`src/rtl/srtp_pkg.sv`:
```
/*
  Shared constants and carrier types for the serial transceiver reset and
  transmit pin control block.
  Assumes one reference clock domain; all timing is counted in its cycles.
*/
package srtp_pkg;
  localparam int unsigned DataWidth     = 18;
  localparam int unsigned FrameWidth    = 20;
  localparam int unsigned ClockPeriodNs = 100;
  // Power-on reset must end strictly before this time
  localparam int unsigned PorLimitNs    = 1000000;
  localparam int unsigned PorCycles     = PorLimitNs / ClockPeriodNs - 1;
  localparam logic        StartBit      = 1'h1;
  localparam logic        StopBit       = 1'h0;
  localparam int unsigned LockHits      = 4;
  localparam int unsigned LockMisses    = 4;
  localparam logic [4:0]  PosReset      = 5'h00;
  localparam logic [1:0]  CountReset    = 2'h0;

  typedef enum logic [0:0] {
    SRTP_SEARCH = 1'b0,
    SRTP_LOCKED = 1'b1
  } srtp_align_e;

  typedef struct packed {
    logic                  oe;
    logic [DataWidth-1:0]  data;
  } srtp_rxbus_s;

  typedef struct packed {
    logic                  oe;
    logic [FrameWidth-1:0] pos;
    logic [FrameWidth-1:0] neg;
  } srtp_txpair_s;
endpackage

```
`src/rtl/srtp_core.sv`:
```
/*
  Reset sequencing, transmit framing and pin enables, loopback path and
  frame alignment of the serial transceiver. Each reference clock cycle
  carries one 20-bit frame, presented as a word on the serial ports.
  Assumes the reference clock runs without gaps and that enable, loopback
  and the serial input arrive asynchronously.
*/
`timescale 1ns/1ns
`default_nettype none
// Behaviour
// - Internal power-on reset count, started by the rst input.
// - During reset: receive bus tri-stated, word clock low.
// - Reset length counted in clocks, under 1 ms.
// - Loopback high tri-states serial output pair.
// - One 20-bit NRZ frame per reference cycle.
// - Transmit word captured every rising clock edge while rst is low.
// - Loopback routes transmit stream to own receiver.
// - Enable low tri-states transmit and receive bus.
// - Frame is start, 18 data, stop bits.
module srtp_core #(
  parameter int unsigned PorCycles = srtp_pkg::PorCycles
) (
  input  wire logic                                clock,
  input  wire logic                                rst,
  input  wire logic                                enable,
  input  wire logic                                loopbackEnable,
  input  wire logic [srtp_pkg::DataWidth-1:0]      txData,
  input  wire logic [srtp_pkg::FrameWidth-1:0]     serialIn,
  output var  srtp_pkg::srtp_txpair_s              serialOut,
  output var  srtp_pkg::srtp_rxbus_s               rxBus,
  output var  logic                                rxWordClock,
  output var  logic                                lockIndicatorN
);
  localparam int unsigned DW = srtp_pkg::DataWidth;
  localparam int unsigned FW = srtp_pkg::FrameWidth;

  function automatic logic [FW-1:0] mkFrame(input logic [DW-1:0] d);
    mkFrame = {srtp_pkg::StopBit, d, srtp_pkg::StartBit};
  endfunction

  function automatic logic [FW-1:0] winAt(input logic [2*FW-1:0] w, input logic [4:0] p);
    winAt = w[p +: FW];
  endfunction

  logic                  porActive_q;
  logic [31:0]           porCount_q;
  logic                  enSync1_q, enSync2_q;
  logic                  lbSync1_q, lbSync2_q;
  logic [FW-1:0]         inSync1_q, inSync2_q;
  logic [FW-1:0]         prevFrame_q;
  logic [4:0]            pos_q;
  logic [1:0]            hits_q, misses_q;
  srtp_pkg::srtp_align_e state_q;
  srtp_pkg::srtp_txpair_s txOut_q;
  srtp_pkg::srtp_rxbus_s  rxOut_q;
  logic                  rxClk_q;
  logic                  lockN_q;

  wire logic [FW-1:0]   rxFrame   = lbSync2_q ? txOut_q.pos : inSync2_q;
  wire logic [FW-1:0]   cand      = winAt({rxFrame, prevFrame_q}, pos_q);
  wire logic            match     = cand[0] == srtp_pkg::StartBit
                                    && cand[FW-1] == srtp_pkg::StopBit;
  wire logic [4:0]      posNext   = (pos_q == 5'(FW - 1)) ? srtp_pkg::PosReset : pos_q + 5'h01;
  wire logic            lockHit   = state_q == srtp_pkg::SRTP_SEARCH && match
                                    && hits_q == 2'(srtp_pkg::LockHits - 1);
  wire logic            lockLoss  = state_q == srtp_pkg::SRTP_LOCKED && !match
                                    && misses_q == 2'(srtp_pkg::LockMisses - 1);
  wire logic            rxLive    = !porActive_q && enSync2_q && state_q == srtp_pkg::SRTP_LOCKED;

  // Power-on reset counter, started and cleared when rst is high
  always_ff @(posedge clock)
  begin
    if (rst)
    begin
      porActive_q <= 1'b1;
      porCount_q  <= 32'h0000_0000;
    end
    else if (porActive_q)
    begin
      porCount_q  <= porCount_q + 32'h0000_0001;
      porActive_q <= porCount_q < 32'(PorCycles - 1);
    end
  end

  always_ff @(posedge clock)
  begin
    enSync1_q <= enable;
    enSync2_q <= enSync1_q;
    lbSync1_q <= loopbackEnable;
    lbSync2_q <= lbSync1_q;
    inSync1_q <= serialIn;
    inSync2_q <= inSync1_q;
    prevFrame_q <= rxFrame;
  end

  always_ff @(posedge clock)
  begin
    if (rst)
      txOut_q <= '0;
    else
    begin
      txOut_q.pos <= mkFrame(txData);
      txOut_q.neg <= ~mkFrame(txData);
      txOut_q.oe  <= enSync2_q && !lbSync2_q;
    end
  end

  // Frame aligner
  always_ff @(posedge clock)
  begin
    if (rst || porActive_q)
    begin
      state_q  <= srtp_pkg::SRTP_SEARCH;
      pos_q    <= srtp_pkg::PosReset;
      hits_q   <= srtp_pkg::CountReset;
      misses_q <= srtp_pkg::CountReset;
    end
    else
    begin
      case (state_q)
        srtp_pkg::SRTP_SEARCH:
        begin
          misses_q <= srtp_pkg::CountReset;
          if (lockHit)
          begin
            state_q <= srtp_pkg::SRTP_LOCKED;
            hits_q  <= srtp_pkg::CountReset;
          end
          else if (match)
            hits_q <= hits_q + 2'h1;
          else
          begin
            hits_q <= srtp_pkg::CountReset;
            pos_q  <= posNext;
          end
        end
        srtp_pkg::SRTP_LOCKED:
        begin
          if (lockLoss)
          begin
            state_q  <= srtp_pkg::SRTP_SEARCH;
            misses_q <= srtp_pkg::CountReset;
            pos_q    <= posNext;
          end
          else if (match)
            misses_q <= srtp_pkg::CountReset;
          else
            misses_q <= misses_q + 2'h1;
        end
        default:
          state_q <= srtp_pkg::SRTP_SEARCH;
      endcase
    end
  end

  // Receive outputs
  always_ff @(posedge clock)
  begin
    if (rst || porActive_q)
    begin
      rxOut_q <= '0;
      rxClk_q <= 1'b0;
      lockN_q <= 1'b1;
    end
    else
    begin
      rxOut_q.oe <= rxLive;
      if (rxLive)
        rxOut_q.data <= cand[FW-2:1];
      rxClk_q <= rxLive ? ~rxClk_q : 1'b0;
      lockN_q <= state_q != srtp_pkg::SRTP_LOCKED;
    end
  end

  assign serialOut      = txOut_q;
  assign rxBus          = rxOut_q;
  assign rxWordClock    = rxClk_q;
  assign lockIndicatorN = lockN_q;

  // Checks
  logic [31:0] sinceRst_q;
  always_ff @(posedge clock)
  begin
    if (rst)
      sinceRst_q <= 32'h0000_0000;
    else if (sinceRst_q != 32'hFFFF_FFFF)
      sinceRst_q <= sinceRst_q + 32'h0000_0001;
  end
endmodule
`default_nettype wire

```
`config.mk`:
```
export PLATFORM = sky130hd
export DESIGN_NAME = srtp_core
export DESIGN_NICKNAME = d
export VERILOG_FILES = /design/src/rtl/srtp_pkg.sv /design/src/rtl/srtp_core.sv
export SDC_FILE = /design/constraint.sdc
export NUM_CORES = 1
export LEC_CHECK = 0
export BUFFER_PORTS_ARGS = -buffer_cell sky130_fd_sc_hd__clkbuf_2
export CORE_ASPECT_RATIO = 0.6
export CORE_MARGIN = 4
export CORE_UTILIZATION = 45
export CTS_CLUSTER_SIZE = 25
export DETAILED_ROUTE_END_ITERATION = 8
export PLACE_DENSITY = 0.77
export SYNTH_ARGS = -nofsm -noshare
export SYNTH_HDL_FRONTEND = slang
export SYNTH_SLANG_ARGS = --single-unit
```
`constraint.sdc`:
```
create_clock -name clock -period 4.4 [get_ports clock]
set_input_delay 0.22 -clock clock [delete_from_list [all_inputs] [get_ports clock]]
set_output_delay 0.22 -clock clock [all_outputs]
set_load 0.05 [all_outputs]
```
**After elaboration in Yosys (flattened, before gate mapping)**

Index checks and enable logic that the tools add are counted.

- Output and inout port bits: 62
- Bits of input ports: 42
- Flip-flop bits (word level): 169

- Bitwise operators: 5
- Reduce and logical (&&, ||, !) cells: 14
- Mux-type cells: 16
- $add $sub $neg: 4
- Magnitude comparators: 1
- Shift operators: 1
- Eq/ne operators: 6

Operators by type and width:

| operator | count |
|---|---|
| indexed part select 40 x 6 -> 20 bit | 1 |
| adder 32 x 1 -> 32 bit, second input constant | 1 |
| < comparator 32 x 14 -> 1 bit, second input constant | 1 |
| 2-to-1 mux 21 bit | 1 |
| 2-to-1 mux 20 bit | 1 |
| 2-to-1 mux 5 bit | 4 |
| inverter 19 -> 20 bit | 1 |
| one-hot mux 5 bit (2 select lines) | 1 |
| logical AND 1 bit | 8 |
| 2-to-1 mux 2 bit | 4 |
| adder 5 x 1 -> 5 bit, second input constant | 1 |
| == test 5 bit, second input constant | 1 |
| adder 2 x 1 -> 2 bit, second input constant | 2 |
| == test 2 bit, second input constant | 2 |
| inequality test 2 bit, second input constant | 2 |
| inverter 1 bit | 4 |
| one-hot mux 2 bit (2 select lines) | 1 |
| zero test 1 bit | 3 |
| 2-to-1 mux 1 bit | 3 |
| AND reduction 3 bit | 1 |
| inequality test 2 x 1 -> 1 bit, second input constant | 1 |
| one-hot mux 1 bit (2 select lines) | 1 |
| OR reduction 2 bit | 1 |
| logical OR 1 bit | 1 |

**Longest topological paths before layout**

- Depth in word-level cells: 9
- Gate-level depth with buffers: 10
- Depth with buffers taken out: 7

**Least setup slack after synthesis**

OpenSTA, ideal clock, no wires.

- Path kind: reg2reg
- Start point: register lbSync2_q
- End point: register pos_q[4]
- Arrival time: 2,776 ps
- Stages on the path, launching flop included: 9
- Path buffers: 2
- Path slack: 1,507 ps
- Library setup time: 117 ps
- Path through: dfxtp_1 > buf_6 > buf_2 > mux4_2 > mux2_2 > mux2i_1 > o32ai_2 > or4b_1 > a32o_1

- Cells in the longest elaborated chain, start to end: 9

Ends and longest elaborated chain:

| what | line | source |
|---|---|---|
| start, declared | srtp_core.sv:48 | `logic lbSync1_q, lbSync2_q;` |
| start signal, assigned | srtp_core.sv:90 | `lbSync2_q <= lbSync1_q;` |
| 2-to-1 mux 20 bit * | srtp_core.sv:59 | `wire logic [FW-1:0] rxFrame = lbSync2_q ? txOut_q.pos : inSync2_q;` |
| indexed part select 40 x 6 -> 20 bit * | srtp_core.sv:42 | `winAt = w[p +: FW];` |
| inverter 1 bit | srtp_core.sv:62 | `&& cand[FW-1] == srtp_pkg::StopBit;` |
| logical AND 1 bit * | srtp_core.sv:62 |  |
| zero test 1 bit | srtp_core.sv:66 | `wire logic lockLoss = state_q == srtp_pkg::SRTP_LOCKED && !match` |
| logical AND 1 bit | srtp_core.sv:66 |  |
| logical AND 1 bit | srtp_core.sv:67 | `&& misses_q == 2'(srtp_pkg::LockMisses - 1);` |
| inequality test 2 x 1 -> 1 bit (no source line) | -- |  |
| AND reduction 3 bit (no source line) * | -- |  |
| end signal, assigned | srtp_core.sv:114 | `pos_q <= srtp_pkg::PosReset;` |
| end signal, assigned | srtp_core.sv:134 | `pos_q <= posNext;` |
| end signal, assigned | srtp_core.sv:143 | `pos_q <= posNext;` |
| end, declared | srtp_core.sv:51 | `logic [4:0] pos_q;` |

Mark *: on every way between the ends. The rest lies on a longest branch, timed or not.
A chain may end at the register's enable or synchronous reset.

**Worst setup path after layout**

- Start point: register lbSync2_q
- End point: register pos_q[2]

- Cells in the longest elaborated chain, start to end: 9

Ends and longest elaborated chain:

| what | line |
|---|---|
| 2-to-1 mux 20 bit * | srtp_core.sv:59 |
| named net rxFrame[1] | srtp_core.sv:59 |
| indexed part select 40 x 6 -> 20 bit * | srtp_core.sv:42 |
| inverter 1 bit | srtp_core.sv:62 |
| logical AND 1 bit * | srtp_core.sv:62 |
| zero test 1 bit | srtp_core.sv:66 |
| logical AND 1 bit | srtp_core.sv:66 |
| logical AND 1 bit | srtp_core.sv:67 |
| inequality test 2 x 1 -> 1 bit (no source line) | -- |
| AND reduction 3 bit (no source line) * | -- |

The timed path passes the listed nets; every way through them passes the cells marked *.

==> impl_results.md <==
* Clk sinks at around 170
* Setup TNS at 0 ns
* RSZ-0062 raised after global routing: no
* EDFF count, synth at 0
* Area Growth Syn to Fin at 22.5%
* Die width at 172 um
* Initial Util at a little under half
* CTS Buf Count at 17
* CTS tree: yes
* Synth Flop Type: dfxtp_1
* First-pass GRT wire length at just under 30000 um
* Leak at between 3 and 4 nW
* Layout cell share with drive strength beyond 1 at 27.6%
* Die ar. at between 15000 and 20000 um2
* Cells after Synth at 687
* Iteration-0 DRC Markers at 626
* Congestion Overflow GR at 0
* NumNets Final at around 860
* Post-synth ARST share at 0%
* Ant diodes at 0
* Longest Clk Path Bufs at 2
* Clk slew on worst S/H paths at 0.06 ns
* IO Pins at 104
* Tcrit/Tclk final at 79.9%
* Worst setup SP type: register
* Unique masters post-synth at 58
* Worst slew margin at 39.9%
* Post-Syn Area per Cell at approximately 11 um2
* Worst hold margin at 0.307 ns
* Fillers at 1314
* Worst skew pair latency at 0.43 ns
* Max Slew Vio Count at 0
* Max frequency at 0.284 GHz
* CP peak stage delay at 0.72 ns
* CP top delay family: multiplexers
* IO buf count at 101
* Setup Skew at about 0.015 ns
* Vias per inst at 5.55
* CP max-delay cell: dfxtp_2
* Final antenna-violating net count at 0
* Peak supply drop at between 200 and 250 uV
* Multi-input gate area at 3690 um2
* Max-Cap Viols at 0
* Htree depth at 4
* Pin count of the biggest net entering global routing at 72
* Die height at 107 um
* Slew @ Worst Pin at a little under 0.9 ns
* DRT Pass-1 Iters at 5
* WP data arrival at 3.82 ns
* Via count at approximately 5700
* Core Rows at 35
* FF+latch area at around 3300 um2
* Critical path class: register to register
* Setup crit end kind: register
* Worst path most repeated cell: mux4_2
* Initial antenna violation count at 0
* Mapped Area at 7290 um2
* Pwr dens at 384 nW/um2
* Placer Congestion at ~0.94
* Worst Hold Class: input port to register
* Outcome: finished clean
* Final WL at 18200 um
* CORE AREA at 15600 um2
* Post-route DRC at 0
* Cell Chain, Critical Path: mux2_2, mux4_2, mux4_2, a2111oi_4, nor3_2, mux2_4
* Final hold viol count at 0
* Sequential share of the synthesized area at 45.9%
* Routed WL per cell at 17.7 um
* Synth warn at 0
* Tot GR Track Use at 20.3%
* Worst Path Required at 4.71 ns
* Detail Placement HPWL at 12700 um
* Vias in the first global route at between 5000 and 6000
* Yosys reg bits at 167
* Final setup vio count at 0
* Critical Path Fanout Max at 22
* Post-CTS setup buffers at 0
* Critical path buffer and inverter count at 0
* Root buffer cell: clkbuf_16
* Period minus WS final at about 3.5 ns
==> path summary, 6_finish.rpt <==
path	from	endpoint	slack, ns	cells after the start
worst max-delay path	lbSync2_q	pos_q[2]	0.88	6
worst min-delay path	rst	lockIndicatorN	0.31	4
worst max register to register	lbSync2_q	pos_q[2]	0.88	6
worst min register to register	inSync1_q[5]	inSync2_q[5]	0.32	0
==> worst min-delay path, stage by stage <==
cell	delay, ns
clkbuf_2	0.09
nor2_1	0.04
buf_4	0.22
nand2_1	0.12
==> state kept, by name (all words and copies together), names as in the netlist, 2 cells and up <==
name / count
misses_q: 2
hits_q: 2
inSync2_q: 20
pos_q: 5
prevFrame_q: 20
rxBus: 19
porCount_q: 32
serialOut: 39
inSync1_q: 20
==> kinds of logic after synthesis <==
kind of cell	count (synthesis)	synth area share, %
compound gates	96	8.14
xor+xnor	25	3.01
fa+ha+maj	4	0.687
buf+inv	61	3.57
flops	167	45.9
mux	117	24.0
other cells	1	0.0515
simple gates	216	14.6
==> metal layers <==
metal  GRT usage, %  share of wire (%)
met1           29.2                 46
met4           4.71                1.4
met3           6.43                9.2
met5              0                  0
met2           29.9                 43
==> final cells by class <==
cell class / count / share of cell area (%)
Multi-Input combinational cell: 460 / 41.3
Tap cell: 203 / 2.85
Timing Repair Buffer: 153 / 11.2
Inverter: 14 / 0.589
Sequential cell: 167 / 37.5
Clock inverter: 13 / 1.49
Clock buffer: 19 / 5.08
==> where the power goes <==
group | internal [W] | switching [W]
clock network | 0.000827 | 0.000650
registers | 0.00157 | 0.0000448
logic | 0.000143 | 0.000189
total | 0.00254 | 0.000883
==> per-stage QoR <==
step,setup WS [ns],total power (W),cells,instance area [um2],util [%]
after detailed placement,0.974,0.00194,957,7940,50.9
after global routing,0.766,0.00355,1029,8920,57.2
final,0.883,0.00342,1029,8920,57.2
after global placement,1.03,0.00194,957,7940,50.9
after floorplan,1.51,0.00185,688,7290,-
after CTS,0.909,0.00344,1029,8920,57.2
==> timing repair <==
item	in CTS	in global routing
hold endpoints to repair	40	0
resized for setup	0	0
hold buffers	40	0
==> cells in the final DEF, fill, tap and decap left out, types with 5 or more instances in the layout <==
master	netlist	routed
nor2b_1	22	22
clkbuf_16	0	17
nand2_1	43	43
nor2_1	72	72
dfxtp_1	167	163
nand3_1	13	13
and3_1	5	5
mux2i_1	44	44
mux4_2	42	42
o21ai_0	14	14
nor4_1	9	9
o211ai_1	5	5
xnor2_1	13	13
a21oi_1	48	48
a211oi_1	7	7
mux2_2	26	26
nor3_1	11	11
inv_1	12	12
dlygate4sd3_1	0	40
xor2_1	12	12
buf_4	2	12
nand4_1	6	6
or3_1	8	8
clkbuf_2	0	101
==> cells in the mapped netlist, types with 5 or more instances <==
| cell type | number | area, um2 |
|---|---|---|
| and3_1 | 5 | 31.3 |
| o211ai_1 | 5 | 37.5 |
| nand2_1 | 43 | 161 |
| xor2_1 | 12 | 105 |
| nor4_1 | 9 | 56.3 |
| mux4_2 | 42 | 946 |
| nor3_1 | 11 | 55.1 |
| o21ai_0 | 14 | 70.1 |
| a211oi_1 | 7 | 52.6 |
| dfxtp_1 | 167 | 3340 |
| mux2i_1 | 44 | 440 |
| clkbuf_1 | 31 | 116 |
| nand4_1 | 6 | 37.5 |
| mux2_2 | 26 | 293 |
| nor2b_1 | 22 | 138 |
| buf_2 | 7 | 35.0 |
| buf_1 | 5 | 18.8 |
| or3_1 | 8 | 50.1 |
| xnor2_1 | 13 | 114 |
| nand3_1 | 13 | 65.1 |
| nor2_1 | 72 | 270 |
| a21oi_1 | 48 | 240 |
| inv_1 | 12 | 45.0 |
No activity file was read; power rests on OpenSTA's default activity.
